===== config.mk =====
export PLATFORM = sky130hd
export DESIGN_NAME = rwp_host
export DESIGN_NICKNAME = d
export VERILOG_FILES = /design/src/inc/rwp_pkg.sv /design/src/design/rwp_host.sv
export SDC_FILE = /design/constraint.sdc
export NUM_CORES = 1
export LEC_CHECK = 0
export ABC_CLOCK_PERIOD_IN_PS = 4300
export BUFFER_PORTS_ARGS = -buffer_cell sky130_fd_sc_hd__buf_2
export CAP_MARGIN = 10
export CELL_PAD_IN_SITES_DETAIL_PLACEMENT = 0
export CELL_PAD_IN_SITES_GLOBAL_PLACEMENT = 1
export CORE_MARGIN = 2
export CORE_UTILIZATION = 46
export CTS_CLUSTER_SIZE = 20
export DETAILED_ROUTE_END_ITERATION = 10
export HOLD_SLACK_MARGIN = 0.05
export PLACE_DENSITY = 0.86
export SYNTH_ARGS = -nofsm -noshare
export SYNTH_HDL_FRONTEND = slang
export SYNTH_SLANG_ARGS = --single-unit

===== constraint.sdc =====
create_clock -name i_sys_clk -period 4.3 [get_ports i_sys_clk]
set_input_delay 0.215 -clock i_sys_clk [delete_from_list [all_inputs] [get_ports i_sys_clk]]
set_output_delay 0.215 -clock i_sys_clk [all_outputs]
set_load 0.03 [all_outputs]

===== src/inc/rwp_pkg.sv =====
/*
  Constants and types for the two-wire bus master that drives the row-write slave port.
  Assumes a 50 MHz system clock; the serial clock is made from it by division.
*/
`default_nettype none

package rwp_pkg;

  // ----------------------------------------------------------------------
  // Bus addressing
  // ----------------------------------------------------------------------
  localparam logic [6:0] SLAVE_ADDR = 7'h50;
  localparam logic DIR_WRITE = 1'b0;
  localparam logic DIR_READ = 1'b1;
  localparam int ROW_BYTES = 4;
  localparam int ROW_OFF_W = 2;

  // ----------------------------------------------------------------------
  // Timing
  // ----------------------------------------------------------------------
  localparam int SYS_CLK_NS = 20;
  localparam int SCL_PERIOD_NS = 10000;
  localparam int QUARTER_NS = SCL_PERIOD_NS / 4;
  localparam int SCL_QUARTER_CYC = (QUARTER_NS / SYS_CLK_NS) < 1 ? 1 : (QUARTER_NS / SYS_CLK_NS);
  localparam int BUS_FREE_NS = 5000;
  localparam logic [3:0] BUS_FREE_QTR = 4'((BUS_FREE_NS + QUARTER_NS - 1) / QUARTER_NS);
  localparam int POLL_TRIES = 255;

  // ----------------------------------------------------------------------
  // Bit positions inside one byte slot and quarters of one bit
  // ----------------------------------------------------------------------
  localparam logic [3:0] ACK_BIT = 4'h8;
  localparam logic [1:0] Q_LOW_A = 2'h0;
  localparam logic [1:0] Q_LOW_B = 2'h1;
  localparam logic [1:0] Q_HIGH_A = 2'h2;
  localparam logic [1:0] Q_HIGH_B = 2'h3;

  // ----------------------------------------------------------------------
  // Sequencer types
  // ----------------------------------------------------------------------
  typedef enum logic [2:0] {S_IDLE, S_START, S_XFER, S_STOP, S_WAIT} rwp_state_e;
  typedef enum logic [2:0] {P_ADDR_W, P_MEM, P_WDATA, P_ADDR_R, P_RDATA} rwp_phase_e;

endpackage

`default_nettype wire


===== src/design/rwp_host.sv =====
/*
  Two-wire bus master for the row-write slave port: start, stop, repeated start,
  byte transfer with acknowledge, row-limited writes, reads and acknowledge polling.
  Assumes an external pull-up on the data line; the serial clock is driven push-pull.
*/
`timescale 1ns/100ps
`default_nettype none

// What this block does
// - Start: data falls while clock high
// - Stop: data rises while clock high
// - Repeated start looks like plain start
// - Data changes only while clock low
// - Eight bits MSB first, then acknowledge
// - Ninth bit: zero acknowledges, one refuses
// - Master refuses the last read byte
// - Write: second byte is memory address
// - Master stops at row end, drops the rest
// - Master re-polls address up to POLL_TRIES times until acknowledged
// - Dummy write then repeated start reads
module rwp_host #(
  parameter int SCL_QUARTER_CYC = rwp_pkg::SCL_QUARTER_CYC,
  parameter logic [7:0] POLL_TRIES = 8'(rwp_pkg::POLL_TRIES)
) (
  // Clock, reset, enable
  input wire logic i_sys_clk,
  input wire logic i_rstn,
  input wire logic i_ce,
  // Request
  input wire logic i_req,
  input wire logic i_rnw,
  input wire logic i_set_addr,
  input wire logic i_poll,
  input wire logic [7:0] i_mem_addr,
  input wire logic [7:0] i_count,
  input wire logic [31:0] i_wdata,
  // Answer
  output logic o_busy,
  output logic o_done,
  output logic o_nack,
  output logic o_rd_valid,
  output logic [7:0] o_rd_data,
  // Bus pins
  output logic o_scl,
  input wire logic i_sda,
  output logic o_sda_out,
  output logic o_sda_oe,
  output logic o_module_select_n
);

  // ----------------------------------------------------------------------
  // Helpers
  // ----------------------------------------------------------------------
  localparam int QW = $clog2(SCL_QUARTER_CYC + 1);

  // Slave address byte with direction bit
  function automatic logic [7:0] addr_byte(input logic rd);
    addr_byte = {rwp_pkg::SLAVE_ADDR, rd};
  endfunction

  // Bytes left in the row from a memory address
  function automatic logic [8:0] row_room(input logic [7:0] a);
    row_room = 9'(rwp_pkg::ROW_BYTES) - 9'(a[rwp_pkg::ROW_OFF_W-1:0]);
  endfunction

  // ----------------------------------------------------------------------
  // Reset release and data-line synchroniser
  // ----------------------------------------------------------------------
  logic rst_meta_r, rst_n;
  logic sda_meta_r, sda_sync_r;

  // Reset is applied at once and released through two flops
  always_ff @(posedge i_sys_clk or negedge i_rstn) begin
    if (!i_rstn) begin
      rst_meta_r <= 1'b0;
      rst_n <= 1'b0;
    end else begin
      rst_meta_r <= 1'b1;
      rst_n <= rst_meta_r;
    end
  end

  // Two flops before the data line is read
  always_ff @(posedge i_sys_clk or negedge rst_n) begin
    if (!rst_n) begin
      sda_meta_r <= 1'b1;
      sda_sync_r <= 1'b1;
    end else if (i_ce) begin
      sda_meta_r <= i_sda;
      sda_sync_r <= sda_meta_r;
    end
  end

  // ----------------------------------------------------------------------
  // Quarter-bit timer
  // ----------------------------------------------------------------------
  rwp_pkg::rwp_state_e st_r, st_nxt;
  logic [QW-1:0] qcnt_r, qcnt_nxt;
  logic tick;

  assign tick = (qcnt_r == QW'(SCL_QUARTER_CYC - 1));

  // Divides the system clock into quarters of a serial bit
  always_comb begin
    qcnt_nxt = qcnt_r;
    if (st_r == rwp_pkg::S_IDLE || tick) begin
      qcnt_nxt = '0;
    end else begin
      qcnt_nxt = qcnt_r + QW'(1);
    end
  end

  always_ff @(posedge i_sys_clk or negedge rst_n) begin
    if (!rst_n) begin
      qcnt_r <= '0;
    end else if (i_ce) begin
      qcnt_r <= qcnt_nxt;
    end
  end

  // ----------------------------------------------------------------------
  // Transfer sequencer
  // ----------------------------------------------------------------------
  rwp_pkg::rwp_phase_e ph_r, ph_nxt;
  logic [1:0] q_r, q_nxt;
  logic [3:0] bit_r, bit_nxt;
  logic [7:0] tx_r, tx_nxt, rx_r, rx_nxt, mem_r, mem_nxt, tries_r, tries_nxt;
  logic [8:0] cnt_r, cnt_nxt, len_r, len_nxt;
  logic [31:0] wd_r, wd_nxt;
  logic rnw_r, rnw_nxt, poll_r, poll_nxt, retry_r, retry_nxt;
  logic scl_nxt, sda_oe_nxt, sel_n_nxt, busy_nxt, done_nxt, nack_nxt, rdv_nxt;
  logic [7:0] rdd_nxt;
  logic last, ack;

  assign last = (cnt_r + 9'h001 == len_r);
  assign ack = !sda_sync_r;

  // Next values of the whole transfer, advanced once per quarter
  always_comb begin
    st_nxt = st_r;
    ph_nxt = ph_r;
    q_nxt = q_r;
    bit_nxt = bit_r;
    tx_nxt = tx_r;
    rx_nxt = rx_r;
    mem_nxt = mem_r;
    tries_nxt = tries_r;
    cnt_nxt = cnt_r;
    len_nxt = len_r;
    wd_nxt = wd_r;
    rnw_nxt = rnw_r;
    poll_nxt = poll_r;
    retry_nxt = retry_r;
    scl_nxt = o_scl;
    sda_oe_nxt = o_sda_oe;
    sel_n_nxt = o_module_select_n;
    busy_nxt = o_busy;
    nack_nxt = o_nack;
    rdd_nxt = o_rd_data;
    done_nxt = 1'b0;
    rdv_nxt = 1'b0;
    if (st_r != rwp_pkg::S_IDLE && tick) begin
      q_nxt = q_r + 2'h1;
    end
    unique case (st_r)
      rwp_pkg::S_IDLE: begin
        if (i_req) begin
          st_nxt = rwp_pkg::S_START;
          q_nxt = rwp_pkg::Q_LOW_A;
          busy_nxt = 1'b1;
          nack_nxt = 1'b0;
          sel_n_nxt = 1'b0;
          rnw_nxt = i_rnw;
          poll_nxt = i_poll;
          mem_nxt = i_mem_addr;
          wd_nxt = i_wdata;
          cnt_nxt = '0;
          tries_nxt = '0;
          retry_nxt = 1'b0;
          // Read without address byte serves the counter as it stands
          ph_nxt = (i_rnw && !i_set_addr) ? rwp_pkg::P_ADDR_R : rwp_pkg::P_ADDR_W;
          tx_nxt = addr_byte(i_rnw && !i_set_addr);
          len_nxt = {1'b0, i_count} + 9'h001;
          // Writes never cross the row end, so the slave never wraps
          if (!i_rnw && ({1'b0, i_count} + 9'h001 > row_room(i_mem_addr))) begin
            len_nxt = row_room(i_mem_addr);
          end
        end
      end
      rwp_pkg::S_START: begin
        if (tick) begin
          unique case (q_r)
            rwp_pkg::Q_LOW_A: sda_oe_nxt = 1'b0;
            rwp_pkg::Q_LOW_B: scl_nxt = 1'b1;
            rwp_pkg::Q_HIGH_A: sda_oe_nxt = 1'b1;
            rwp_pkg::Q_HIGH_B: begin
              scl_nxt = 1'b0;
              bit_nxt = '0;
              st_nxt = rwp_pkg::S_XFER;
            end
          endcase
        end
      end
      rwp_pkg::S_XFER: begin
        if (tick) begin
          unique case (q_r)
            rwp_pkg::Q_LOW_A: begin
              // Data set a quarter after the falling clock edge
              if (bit_r != rwp_pkg::ACK_BIT) begin
                sda_oe_nxt = (ph_r == rwp_pkg::P_RDATA) ? 1'b0 : !tx_r[7];
              end else begin
                sda_oe_nxt = (ph_r == rwp_pkg::P_RDATA) ? !last : 1'b0;
              end
            end
            rwp_pkg::Q_LOW_B: scl_nxt = 1'b1;
            rwp_pkg::Q_HIGH_A: scl_nxt = 1'b1;
            rwp_pkg::Q_HIGH_B: begin
              scl_nxt = 1'b0;
              bit_nxt = '0;
              if (bit_r != rwp_pkg::ACK_BIT) begin
                // Sampled late in the high phase, after the slave set it up
                rx_nxt = {rx_r[6:0], sda_sync_r};
                tx_nxt = {tx_r[6:0], 1'b1};
                bit_nxt = bit_r + 4'h1;
              end else begin
                unique case (ph_r)
                  rwp_pkg::P_ADDR_W, rwp_pkg::P_ADDR_R: begin
                    if (!ack && poll_r && tries_r != POLL_TRIES) begin
                      tries_nxt = tries_r + 8'h01;
                      retry_nxt = 1'b1;
                      tx_nxt = addr_byte(ph_r == rwp_pkg::P_ADDR_R);
                      st_nxt = rwp_pkg::S_STOP;
                    end else if (!ack) begin
                      nack_nxt = 1'b1;
                      st_nxt = rwp_pkg::S_STOP;
                    end else if (ph_r == rwp_pkg::P_ADDR_W) begin
                      ph_nxt = rwp_pkg::P_MEM;
                      tx_nxt = mem_r;
                    end else begin
                      ph_nxt = rwp_pkg::P_RDATA;
                    end
                  end
                  rwp_pkg::P_MEM: begin
                    if (!ack) begin
                      nack_nxt = 1'b1;
                      st_nxt = rwp_pkg::S_STOP;
                    end else if (rnw_r) begin
                      ph_nxt = rwp_pkg::P_ADDR_R;
                      tx_nxt = addr_byte(rwp_pkg::DIR_READ);
                      st_nxt = rwp_pkg::S_START;
                    end else begin
                      ph_nxt = rwp_pkg::P_WDATA;
                      tx_nxt = wd_r[31:24];
                      wd_nxt = {wd_r[23:0], 8'h00};
                    end
                  end
                  rwp_pkg::P_WDATA: begin
                    cnt_nxt = cnt_r + 9'h001;
                    tx_nxt = wd_r[31:24];
                    wd_nxt = {wd_r[23:0], 8'h00};
                    if (!ack) begin
                      nack_nxt = 1'b1;
                      st_nxt = rwp_pkg::S_STOP;
                    end else if (last) begin
                      st_nxt = rwp_pkg::S_STOP;
                    end
                  end
                  rwp_pkg::P_RDATA: begin
                    rdv_nxt = 1'b1;
                    rdd_nxt = rx_r;
                    cnt_nxt = cnt_r + 9'h001;
                    if (last) begin
                      st_nxt = rwp_pkg::S_STOP;
                    end
                  end
                endcase
              end
            end
          endcase
        end
      end
      rwp_pkg::S_STOP: begin
        if (tick) begin
          unique case (q_r)
            rwp_pkg::Q_LOW_A: sda_oe_nxt = 1'b1;
            rwp_pkg::Q_LOW_B: scl_nxt = 1'b1;
            rwp_pkg::Q_HIGH_A: sda_oe_nxt = 1'b0;
            rwp_pkg::Q_HIGH_B: begin
              bit_nxt = '0;
              st_nxt = rwp_pkg::S_WAIT;
            end
          endcase
        end
      end
      rwp_pkg::S_WAIT: begin
        // Bus free time, then either poll again or finish
        if (tick) begin
          bit_nxt = bit_r + 4'h1;
          if (bit_r + 4'h1 >= rwp_pkg::BUS_FREE_QTR) begin
            q_nxt = rwp_pkg::Q_LOW_A;
            if (retry_r) begin
              retry_nxt = 1'b0;
              st_nxt = rwp_pkg::S_START;
            end else begin
              st_nxt = rwp_pkg::S_IDLE;
              busy_nxt = 1'b0;
              done_nxt = 1'b1;
              sel_n_nxt = 1'b1;
            end
          end
        end
      end
    endcase
  end

  // Registers of the sequencer; every output is one of them
  always_ff @(posedge i_sys_clk or negedge rst_n) begin
    if (!rst_n) begin
      st_r <= rwp_pkg::S_IDLE;
      ph_r <= rwp_pkg::P_ADDR_W;
      q_r <= rwp_pkg::Q_LOW_A;
      bit_r <= '0;
      tx_r <= '0;
      rx_r <= '0;
      mem_r <= '0;
      tries_r <= '0;
      cnt_r <= '0;
      len_r <= '0;
      wd_r <= '0;
      rnw_r <= 1'b0;
      poll_r <= 1'b0;
      retry_r <= 1'b0;
      o_scl <= 1'b1;
      o_sda_oe <= 1'b0;
      o_sda_out <= 1'b0;
      o_module_select_n <= 1'b1;
      o_busy <= 1'b0;
      o_done <= 1'b0;
      o_nack <= 1'b0;
      o_rd_valid <= 1'b0;
      o_rd_data <= '0;
    end else if (i_ce) begin
      st_r <= st_nxt;
      ph_r <= ph_nxt;
      q_r <= q_nxt;
      bit_r <= bit_nxt;
      tx_r <= tx_nxt;
      rx_r <= rx_nxt;
      mem_r <= mem_nxt;
      tries_r <= tries_nxt;
      cnt_r <= cnt_nxt;
      len_r <= len_nxt;
      wd_r <= wd_nxt;
      rnw_r <= rnw_nxt;
      poll_r <= poll_nxt;
      retry_r <= retry_nxt;
      o_scl <= scl_nxt;
      o_sda_oe <= sda_oe_nxt;
      o_sda_out <= 1'b0; // Line is only ever pulled low
      o_module_select_n <= sel_n_nxt;
      o_busy <= busy_nxt;
      o_done <= done_nxt;
      o_nack <= nack_nxt;
      o_rd_valid <= rdv_nxt;
      o_rd_data <= rdd_nxt;
    end
  end
endmodule

`default_nettype wire


Word-level counts from Yosys, hierarchy flattened
Cells that the tools add are included.
Storage, ports and cells
  bits in registers: 123
  input bits: 56
  output and inout port bits: 16
  word-level logic and storage cells: 254
Operators by class
  $add $sub $neg: 7
  magnitude comparators: 2
  equality and inequality tests: 50
  multiplexer cells: 128
  bitwise gates (word level): 1
  reductions and logical operators: 39
Operators with widths (count)
  32-bit two-way mux: 6
  32-bit one-hot mux with 2 select lines: 2
  8-bit two-way mux: 15
  3-bit two-way mux: 24
  9-bit two-way mux: 6
  1-bit two-way mux: 42
  8-bit one-hot mux with 2 select lines: 2
  8-bit AND reduction: 4
  2-bit != test (second input constant): 13
  4-bit two-way mux: 6
  3-bit != test (second input constant): 8
  8-bit one-hot mux with 3 select lines: 1
  10-bit AND reduction: 2
  9-bit one-hot mux with 2 select lines: 1
  9-bit AND reduction: 2
  4-bit != test (second input constant): 4
  1-bit one-hot mux with 2 select lines: 8
  3-bit one-hot mux with 5 select lines: 1
  7-bit AND reduction: 2
  13-bit AND reduction: 1
  3-bit by 2-bit == test with 1-bit output (second input constant): 4
  3-bit one-hot mux with 2 select lines: 2
  3-bit one-hot mux with 4 select lines: 1
  4-bit one-hot mux with 3 select lines: 1
  other kinds (37): 69

Longest topological paths before layout
Gate-level depths: netlist of run 1.
  word-level depth: 9
  depth in mapped cells: 9
  gate-level depth less buffers: 9

Worst setup path before layout of run 1
No wires, ideal clock.
  kind: flip-flop to flip-flop
  from: register tries_r[0]
  to: register tx_r[5]
  setup time: 0.125 ns
  arrival time: 2.178 ns
  required time: 4.175 ns
  path slack: 1.997 ns
  cell stages (with the launch flop): 7
  buffers on the path: 0
  period minus slack after synthesis: 2.303 ns
  path through: dfrtp_1 > ha_1 > and3_1 > a21oi_1 > o21ai_0 > a31oi_4 > mux2_2
On the way
  cells in the longest elaborated chain, start to end: 8
  elaborated cells between the ends (all ways): 11
  classes of those cells: 3 x eq/ne; 6 x mux; 2 x reduce/logical
Ends and longest elaborated chain
  start, declared: RTL line rwp_host.sv:127  | logic [7:0] tx_r, tx_nxt, rx_r, rx_nxt, mem_r, mem_nxt, tries_r, tries_nxt;
  start signal, assigned: RTL line rwp_host.sv:350  | tries_r <= tries_nxt;
  8-bit != test (*): RTL line rwp_host.sv:228  | if (!ack && poll_r && tries_r != POLL_TRIES) begin
  1-bit logical AND (*): RTL line rwp_host.sv:228
  8-bit two-way mux: RTL line rwp_host.sv:228
  8-bit one-hot mux with 3 select lines: RTL line rwp_host.sv:226  | unique case (ph_r)
  8-bit two-way mux: RTL line rwp_host.sv:220  | if (bit_r != rwp_pkg::ACK_BIT) begin
  8-bit two-way mux: RTL line rwp_host.sv:206  | unique case (q_r)
  8-bit two-way mux: RTL line rwp_host.sv:205  | if (tick) begin
  8-bit one-hot mux with 2 select lines: RTL line rwp_host.sv:165  | unique case (st_r)
  end signal, assigned: RTL line rwp_host.sv:347  | tx_r <= tx_nxt;
  end, declared: RTL line rwp_host.sv:127
Every way passes the cells marked *; elsewhere a longest branch is shown, timed or not. The select of a mux whose other input is x is not followed.
A chain may end at the register's enable or synchronous reset.

Worst setup path in the final report of run 1
  from: register st_r[1]
  to: register rx_r[6]
On the way
  cells in the longest elaborated chain, start to end: 2
Ends and longest elaborated chain
  start, declared: RTL line rwp_host.sv:97  | rwp_pkg::rwp_state_e st_r, st_nxt;
  start signal, assigned: RTL line rwp_host.sv:319  | st_r <= rwp_pkg::S_IDLE;
  start signal, assigned: RTL line rwp_host.sv:343  | st_r <= st_nxt;
  3-bit by 2-bit == test with 1-bit output: RTL line rwp_host.sv:165
  5-bit AND reduction (no source line)
  end signal, assigned: RTL line rwp_host.sv:348  | rx_r <= rx_nxt;
  end, declared: RTL line rwp_host.sv:127
Every way passes these cells.

==> impl_metrics.ini, run 1 <==
[clock_tree]
clk_latency_ns = 0.43
cts_resized = 0
htree_levels = 4
numCtsBuffers = 17
clkTransAtPathRegs_ns = 0.06
clockRootBuffer = clkbuf_16
cts_tree = done
cts.sink_count = 123
clock_path_buffers = 2

[final_layout]
final_nets = 869
synthToLayoutAreaGrowth_pct = 17.1
nFillCells = 1290
drive_gt1_share_pct = 21.8
n_antenna_cell = 0
final_common_cell = nand2_1
mostFrequentLayoutCells = 123 x nand2_1, 118 x dfrtp_1, 70 x buf_2

[yosys]
synth_top_family_by_area = simple AND/OR/NAND/NOR gates
synth_area_um2 = 6950
synth-main-ff-cell = dfrtp_1
synth-edff-count = 0
synth_xor_xnor_area_share_pct = 2.90
synth.distinct_cells = 70
synth_fa_ha_area_share_pct = 3.06
synth_simple_gate_area_share_pct = 20.1
synth_warnings = 0
syn_inst = 727
syn_nets = 800
synth-compound-area-share_pct = 15.6
yosysSeqAreaShare_pct = 44.3
syn_avg_cell_area_um2 = 9.56
muxShareOfSynthArea_pct = 9.65
synth_seq_cells = 123
async_flop_share_pct = 100

[floorplan]
dieWidth_um = 127
rows = 44
die_y_um = 127
coreArea_um2 = 14600
num_io_pins = 72
dieArea_um2 = 16100
initial_core_util_pct = 47.5

[sta]
fin_crit_sh_pct = 65.2
setup_tns_ns = 0
setup_viol = 0
hold_viol = 0
rsz0062_at_grt = false
fin_crit_ns = 2.80
fmax_mhz = 357
timing.hold.ws_ns = 0.0674
relSlewSlack_pct = 39.3
slew_violations = 0
finClkSkew_ns = 0.00851
tightest_slew_ns = 0.902

[global_routing]
grt_start_max_net_pins = 52
grt_usage_pct = 21.4
grt_pass1_wl_um = 27500
grt-ovfl-total = 0
grt_pass1_vias = 5703
antenna_found_initial = 0

[critical_path]
cp_max_fo = 40
crit_type = register to register
required_ns = 4.61
cp.arrival_ns = 3.11
worstSetupEndpointType = register
setup.worst_path.start_class = register

[pwr]
p_per_area_nw_per_um2 = 581
ir_worst_vdd_mv = 0.381
power_leakage_nw = 3.85

[routing]
vias = 5669
routedWlPerCell_um = 16.7
drc = 0
vias_per_cell = 5.71
drtAntennaViolNets = 0
firstDrtPassIters = 5
drtIter0Drc = 402
finalWirelength_um = 16500

[hold_path]
hold_path.class = input port to register

[placement]
gp_congestion = 0.879
io_buffers = 70
dp.final_hpwl_um = 11700

[flow_run]
drv_cap = 0

[status]
status = finished clean
critical path, stage by stage, from the launching register on:
cell     delay, ns
dfrtp_1       0.75
or3b_1        0.40
buf_4         0.28
nor4_2        0.83
mux2_2        0.42
final timing paths:
kind	endpoint	start	slack [ns]	cells after the start
setup / recovery	rx_r[6]$_DFFE_PN0P_	st_r[1]$_DFFE_PN0P_	1.50	4
hold / removal	mem_r[1]$_DFFE_PN0P_	i_mem_addr[1]	0.07	3
setup reg to reg	rx_r[6]$_DFFE_PN0P_	st_r[1]$_DFFE_PN0P_	1.50	4
hold reg to reg	o_rd_data[2]$_DFFE_PN0P_	rst_n$_DFF_PN0_	0.35	0
max in group asynchronous	qcnt_r[0]$_DFFE_PN0P_	rst_n$_DFF_PN0_	2.93	1
min in group asynchronous	rst_meta_r$_DFF_PN0_	i_rstn	0.11	2
stage by stage:
step | area [um2] | setup slack (ns) | utilization, % | power [mW] | cells
2_1_floorplan | 6950 | 0.627 | - | 2.86 | 727
3_3_place_gp | 7440 | 1.55 | 50.8 | 3.19 | 952
3_5_place_dp | 7440 | 1.51 | 50.8 | 3.25 | 952
4_1_cts | 8140 | 1.51 | 55.6 | 4.75 | 992
5_1_grt | 8140 | 1.26 | 55.6 | 5.04 | 992
6_report | 8140 | 1.50 | 55.6 | 4.73 | 992
what timing repair did:
action / in CTS / in global routing
buffers inserted: 0 / 0
hold buffers: 9 / 0
endpoints found under the hold margin: 10 / 0
metal layers:
layer / track usage, % / vias up / wire (um)
met5: 0 / - / 0
met4: 9.57 / 0 / 347
met3: 3.96 / 29 / 734
met2: 35.7 / 150 / 8090
met1: 27.3 / 2750 / 7360
li1: - / 2740 / -
cell type report:
| class | count | area, um2 | area share (%) |
|---|---|---|---|
| clock inverter | 12 | 163 | 2.00 |
| sequential | 123 | 3090 | 37.9 |
| timing repair buffer | 89 | 515 | 6.33 |
| clock buffer | 19 | 453 | 5.56 |
| inverter | 31 | 116 | 1.43 |
| multi-input combinational | 534 | 3580 | 43.9 |
| tap | 184 | 230 | 2.83 |
cells in the mapped netlist (3+ instances only):
cell,instances,area [um2]
nand2_1,123,462
dfrtp_1,119,2980
o21ai_0,53,265
mux2_2,40,450
inv_1,31,116
nor2_1,28,105
mux2i_1,22,220
clkbuf_1,21,78.8
nand3_1,19,95.1
nand4_1,19,119
ha_1,17,213
a21oi_1,13,65.1
nand2b_1,13,81.3
xor2_1,13,114
nor3_1,12,60.1
a21o_1,10,75.1
buf_2,10,50.1
xnor2_1,10,87.6
a21bo_2,9,90.1
or3_1,9,56.3
and3_1,8,50.1
o31ai_1,8,60.1
and2_1,7,43.8
nor2b_1,7,43.8
o221ai_1,7,61.3
o211ai_1,6,45.0
o41ai_1,6,52.6
nor3b_1,5,37.5
and4_1,4,35.0
buf_1,4,15.0
dfstp_2,4,105
nor4_1,4,25.0
o211a_1,4,40.0
a211oi_1,3,22.5
a21boi_0,3,22.5
a221o_1,3,30.0
a311oi_1,3,26.3
a31oi_1,3,18.8
a41oi_1,3,26.3
o21bai_1,3,22.5
or4_1,3,22.5
power by group:
part / internal [mW] / switching [mW] / total (mW)
registers: 1.49 / 0.357 / 1.85
logic: 0.610 / 0.800 / 1.41
clock network: 0.944 / 0.531 / 1.48
total: 3.04 / 1.69 / 4.73
registers in the layout, indices dropped and copies added, names as in the netlist, 2 cells and up:
name	cells
mem_r	8
st_r	3
len_r	9
o_rd_data	8
bit_r	4
qcnt_r	7
tries_r	8
rx_r	8
cnt_r	9
tx_r	8
wd_r	32
ph_r	3
q_r	2
logic make-up (layout without fill, tap and decap cells):
family | after synthesis | in the layout
AO/OA/AOI/OAI | 153 | 153
XOR/XNOR | 23 | 23
adder cells (fa/ha/maj) | 17 | 17
buffers and inverters | 70 | 151
flip-flops | 123 | 123
multiplexers | 62 | 62
other | 2 | 2
AND/OR/NAND/NOR | 277 | 277
(Power assumes the default switching activity.)
==> run 2, diff against run 1 <==
--- a/config.mk
+++ b/config.mk
@@ -5,7 +5,7 @@
 export SDC_FILE = /design/constraint.sdc
 export NUM_CORES = 1
 export LEC_CHECK = 0
-export ABC_CLOCK_PERIOD_IN_PS = 4300
+export ABC_CLOCK_PERIOD_IN_PS = 2700
 export BUFFER_PORTS_ARGS = -buffer_cell sky130_fd_sc_hd__buf_2
 export CAP_MARGIN = 10
 export CELL_PAD_IN_SITES_DETAIL_PLACEMENT = 0
==> constraint.sdc (replaced) <==
create_clock -name i_sys_clk -period 2.7 [get_ports i_sys_clk]
set_input_delay 0.135 -clock i_sys_clk [delete_from_list [all_inputs] [get_ports i_sys_clk]]
set_output_delay 0.135 -clock i_sys_clk [all_outputs]
set_load 0.03 [all_outputs]
==> impl_metrics.ini, run 2 (synthesis gave the netlist of run 1 again) <==
[critical_path]
path_depth = 7
slowest_delay_ns = 0.58
crit_buf_inv = 1
required_ns = 3.05
crit_type = register to register
reg2reg_depth = 7
cp_slowest_cell = a2111o_1
crit_path_cell_trace = inv_1 > ha_1 > and4_1 > nand3_4 > a2111o_1 > or4_1 > a21oi_1
worstSetupEndpointType = register
cp_max_fo = 9
cp.arrival_ns = 2.85
path_delay_family = simple AND/OR/NAND/NOR gates
setup.worst_path.start_class = register

[placement]
io_buffers = 70
dp.final_hpwl_um = 11800
gp_congestion = 0.895
dp_slack_ns = 0.250

[clock_tree]
cts_setup_buffers = 0
clockRootBuffer = clkbuf_16
cts_resized = 0
clk_latency_ns = 0.43
cts.sink_count = 123
numCtsBuffers = 17
cts_tree = done
htree_levels = 4
clock_path_buffers = 2
clkTransAtPathRegs_ns = 0.06

[final_layout]
largest_register_ffs = 32
n_antenna_cell = 0
synthToLayoutAreaGrowth_pct = 22.2
mostFrequentLayoutCells = 123 x nand2_1, 118 x dfrtp_1, 70 x buf_2
seqCellArea_um2 = 3090
drive_gt1_share_pct = 22.9
multiInputGateArea_um2 = 3580
top_register = wd_r
nFillCells = 1228
final_common_cell = nand2_1
final_nets = 908
top_regs = wd_r (32), cnt_r (9), len_r (9)

[global_routing]
top_usage_layer = met2
gr-usage-met2_pct = 36.2
antenna_found_initial = 0
grt_pass1_vias = 5851
grt_pass1_wl_um = 28200
grt_use_met3_pct = 4.60
met1_usage_pct = 28.1
grt_usage_pct = 22.0
grt_start_max_net_pins = 122
grt-ovfl-total = 0

[floorplan]
dieWidth_um = 127
dieArea_um2 = 16100
rows = 44
initial_core_util_pct = 47.5
num_io_pins = 72
coreArea_um2 = 14600
die_y_um = 127

[sta]
relSlewSlack_pct = 56.3
finClkSkew_ns = 0.00779
hold_viol = 0
tightest_slew_ns = 0.654
setup_viol = 0
setup_tns_ns = 0
fin_crit_ns = 2.50
setup_slack_ns = 0.202
fin_crit_sh_pct = 92.5
rsz0062_at_grt = false
slew_violations = 0
fmax_mhz = 400

[pwr]
p_per_area_nw_per_um2 = 897
power_mw = 7.62
ir_worst_vdd_mv = 0.610
power_leakage_nw = 4.03

[hold_path]
hold_path.class = input port to register
worstHoldPathCells = 4

[routing]
routedWlPerCell_um = 16.4
firstDrtPassIters = 5
vias_per_cell = 5.68
drc = 0
vias = 5857
drtIter0Drc = 461
finalWirelength_um = 17000
drtAntennaViolNets = 0

[status]
status = finished clean

[flow_run]
drv_cap = 0
[run 2: cell count changes in the layout (fill, tap and decap cells not counted)]
cell,change
dlygate4sd3_1,+22
buf_4,+15
buf_12,+2
inv_6,+2
bufinv_16,-1
clkbuf_8,-1
clkinv_4,-1
clkinvlp_4,+1
inv_8,+1
[run 2: path summary, 6_finish.rpt]
| kind | startpoint | to | slack (ns) |
|---|---|---|---|
| min in group asynchronous | rst_n$_DFF_PN0_ | o_rd_data[4]$_DFFE_PN0P_ | 0.43 |
| hold / removal | i_wdata[16] | wd_r[16]$_DFFE_PN0P_ | 0.06 |
| setup reg to reg | qcnt_r[1]$_DFFE_PN0P_ | tries_r[3]$_DFFE_PN0P_ | 0.20 |
| max in group asynchronous | rst_n$_DFF_PN0_ | mem_r[4]$_DFFE_PN0P_ | 1.81 |
| hold reg to reg | rst_meta_r$_DFF_PN0_ | rst_n$_DFF_PN0_ | 0.36 |
| setup / recovery | qcnt_r[1]$_DFFE_PN0P_ | tries_r[3]$_DFFE_PN0P_ | 0.20 |
[run 2: what timing repair did]
item,in CTS,in global routing
hold buffers,31,0
endpoints found under the hold margin,31,0
endpoints found under the setup margin,0,0
[run 2: metal layers]
layer | part of all wire, % | wire length, um | vias to the layer above
met5 | 0 | 0 | -
met4 | 2.1 | 350 | 0
met3 | 4.3 | 727 | 32
met2 | 48 | 8210 | 146
met1 | 45 | 7660 | 2854
li1 | - | - | 2825
[run 2: worst register-to-register path, stage by stage (launching register included)]
cell      delay (ns)
dfrtp_1         0.41
inv_1           0.10
ha_1            0.14
and4_1          0.38
nand3_4         0.13
a2111o_1        0.58
or4_1           0.55
a21oi_1         0.15
[run 2: per-stage QoR]
step / hold WS [ns] / instance area, um2 / instances / util, %
global route: 0.0703 / 8500 / 1032 / 58.0
global placement: -0.0811 / 7590 / 969 / 51.8
finish: 0.0574 / 8500 / 1032 / 58.0
CTS: 0.0504 / 8500 / 1032 / 58.0
detailed placement: -0.0792 / 7590 / 969 / 51.8
floorplan: -0.161 / 6950 / 727 / -
[run 2: cell type report]
cell class | instances | area share [%]
Multi-Input combinational cell | 534 | 42.1
Clock buffer | 18 | 5.17
Clock inverter | 14 | 1.88
Sequential cell | 123 | 36.3
Inverter | 31 | 1.37
Tap cell | 184 | 2.71
Timing Repair Buffer | 128 | 10.5
[run 2: power breakdown]
part / total, mW / internal [mW] / switching, mW
clock: 2.30 / 1.40 / 0.899
sequential: 2.79 / 2.38 / 0.418
combinational: 2.53 / 1.08 / 1.44
==> run 3, diff against run 2 <==
--- a/config.mk
+++ b/config.mk
@@ -15,7 +15,8 @@
 export CTS_CLUSTER_SIZE = 20
 export DETAILED_ROUTE_END_ITERATION = 10
 export HOLD_SLACK_MARGIN = 0.05
-export PLACE_DENSITY = 0.86
+export PLACE_DENSITY_LB_ADDON = 0.1
+export SETUP_SLACK_MARGIN = 0.2
 export SYNTH_ARGS = -nofsm -noshare
 export SYNTH_HDL_FRONTEND = slang
 export SYNTH_SLANG_ARGS = --single-unit
==> impl_metrics.ini, run 3 (synthesis gave the netlist of run 1 again) <==
[floorplan]
num_io_pins = 72
dieWidth_um = 127
die_y_um = 127
rows = 44
initial_core_util_pct = 47.5
coreArea_um2 = 14600
dieArea_um2 = 16100

[hold_path]
worstHoldPathCells = 4
hold_path.class = input port to register

[sta]
setup_viol = 0
slew_violations = 0
tightest_slew_ns = 0.693
fin_crit_sh_pct = 88.7
finClkSkew_ns = 0.00824
fin_crit_ns = 2.39
setup_tns_ns = 0
setup_slack_ns = 0.305
timing.hold.ws_ns = 0.0526
fmax_mhz = 418
relSlewSlack_pct = 53.4
rsz0062_at_grt = true
hold_viol = 0

[global_routing]
grt_pass1_vias = 5755
grt_usage_pct = 22.5
antenna_found_initial = 0
grt_pass1_wl_um = 28700
grt-ovfl-total = 0
grt_start_max_net_pins = 72

[final_layout]
final_common_cell = nand2_1
nFillCells = 1323
synthToLayoutAreaGrowth_pct = 22.5
final_nets = 913
drive_gt1_share_pct = 23.1
final_core_util_pct = 58.1
mostFrequentLayoutCells = 123 x nand2_1, 116 x dfrtp_1, 70 x buf_2
top_regs = wd_r (32), cnt_r (9), len_r (9)
seqCellArea_um2 = 3090
n_antenna_cell = 0
top_register = wd_r
multiInputGateArea_um2 = 3600
largest_register_ffs = 32

[flow_run]
drv_cap = 0

[clock_tree]
cts_tree = done
clock_path_buffers = 2
htree_levels = 4
clockRootBuffer = clkbuf_16
clk_latency_ns = 0.42
clkTransAtPathRegs_ns = 0.06
numCtsBuffers = 17
cts.sink_count = 123

[pwr]
p_comb_share_pct = 33.6
p_switching_mw = 2.72
ir_worst_vdd_mv = 0.499
clkPwrFrac_pct = 29.0
swShare_pct = 35.9
power_mw = 7.58
p_seq_share_pct = 37.4
power_leakage_nw = 4.05
p_per_area_nw_per_um2 = 890
p_int_mw = 4.86

[critical_path]
cp_max_fo = 8
worstSetupEndpointType = register
setup.worst_path.start_class = register
reg2reg_depth = 6
cp.arrival_ns = 2.70
required_ns = 3.01
crit_type = register to register

[routing]
finalWirelength_um = 17700
firstDrtPassIters = 6
drtIter0Drc = 393
drc = 0
vias = 5835
drtAntennaViolNets = 0
vias_per_cell = 5.63
routedWlPerCell_um = 17.0

[placement]
dp_slack_ns = 0.203
io_buffers = 70
gp_congestion = 0.847
dp.final_hpwl_um = 12200

[status]
status = finished clean
[run 3: cell count changes in the layout (fill, tap and decap cells not counted), sizes merged]
cell | before | now
a2111o | 1 | 2
inv | 37 | 31
clkinvlp | 3 | 1
clkbuf | 18 | 23
buf | 97 | 100
dlygate4sd3 | 31 | 32
clkinv | 3 | 6
[run 3: layout make-up]
class / count / area share (%)
repair buffers: 132 / 10.8
inverters: 31 / 1.37
clock inverters: 9 / 1.15
multi-input cells: 535 / 42.3
flip-flops and latches: 123 / 36.3
well taps: 184 / 2.70
clock buffers: 23 / 5.38
[run 3: path summary, 6_finish.rpt]
| path | from | end | slack [ns] |
|---|---|---|---|
| max in group asynchronous | rst_n$_DFF_PN0_ | st_r[0]$_DFFE_PN0P_ | 1.71 |
| min reg2reg | rst_n$_DFF_PN0_ | rx_r[3]$_DFFE_PN0P_ | 0.15 |
| min in group asynchronous | rst_n$_DFF_PN0_ | rx_r[3]$_DFFE_PN0P_ | 0.15 |
| min | i_wdata[20] | wd_r[20]$_DFFE_PN0P_ | 0.05 |
| max reg2reg | q_r[0]$_DFFE_PN0P_ | cnt_r[5]$_DFFE_PN0P_ | 0.31 |
| max | q_r[0]$_DFFE_PN0P_ | cnt_r[5]$_DFFE_PN0P_ | 0.31 |
[run 3: critical path, stage by stage, from the launching register on]
cell and delay (ns):
dfrtp_1 0.41, ha_1 0.38, inv_1 0.15, o41ai_1 0.60, nand4_1 0.16, buf_4 0.22, o41ai_1 0.35
[run 3: what timing repair did]
item,in CTS,in global routing
resized for setup,1,6
pin swaps,0,2
endpoints found under the setup margin,1,15
endpoints found under the hold margin,32,0
setup buffers,0,1
hold buffers,32,0
cloned,0,1
[run 3: power by group through the flow]
stage	combinational [mW]	sequential, mW	clock (mW)
CTS	2.54	2.81	2.23
finish	2.55	2.83	2.20
global placement	2.43	2.81	0
detailed placement	2.50	2.83	0
global route	2.84	2.90	2.31
floorplan	1.84	2.70	0
[run 3: through the flow]
stage / std cells / cell area, um2
CTS: 1035 / 8480
floorplan: 727 / 6950
global placement: 971 / 7600
finish: 1037 / 8510
global route: 1037 / 8510
detailed placement: 971 / 7600
[run 3: per-layer routing]
| metal | wire length (um) | GRT usage, % | vias to the layer above | share of wire, % |
|---|---|---|---|---|
| li1 | - | - | 2830 | - |
| met1 | 8420 | 29.9 | 2854 | 48 |
| met2 | 8270 | 37.0 | 134 | 47 |
| met5 | 0 | 0 | - | 0 |
| met3 | 760 | 4.98 | 17 | 4.3 |
| met4 | 195 | 7.11 | 0 | 1.1 |
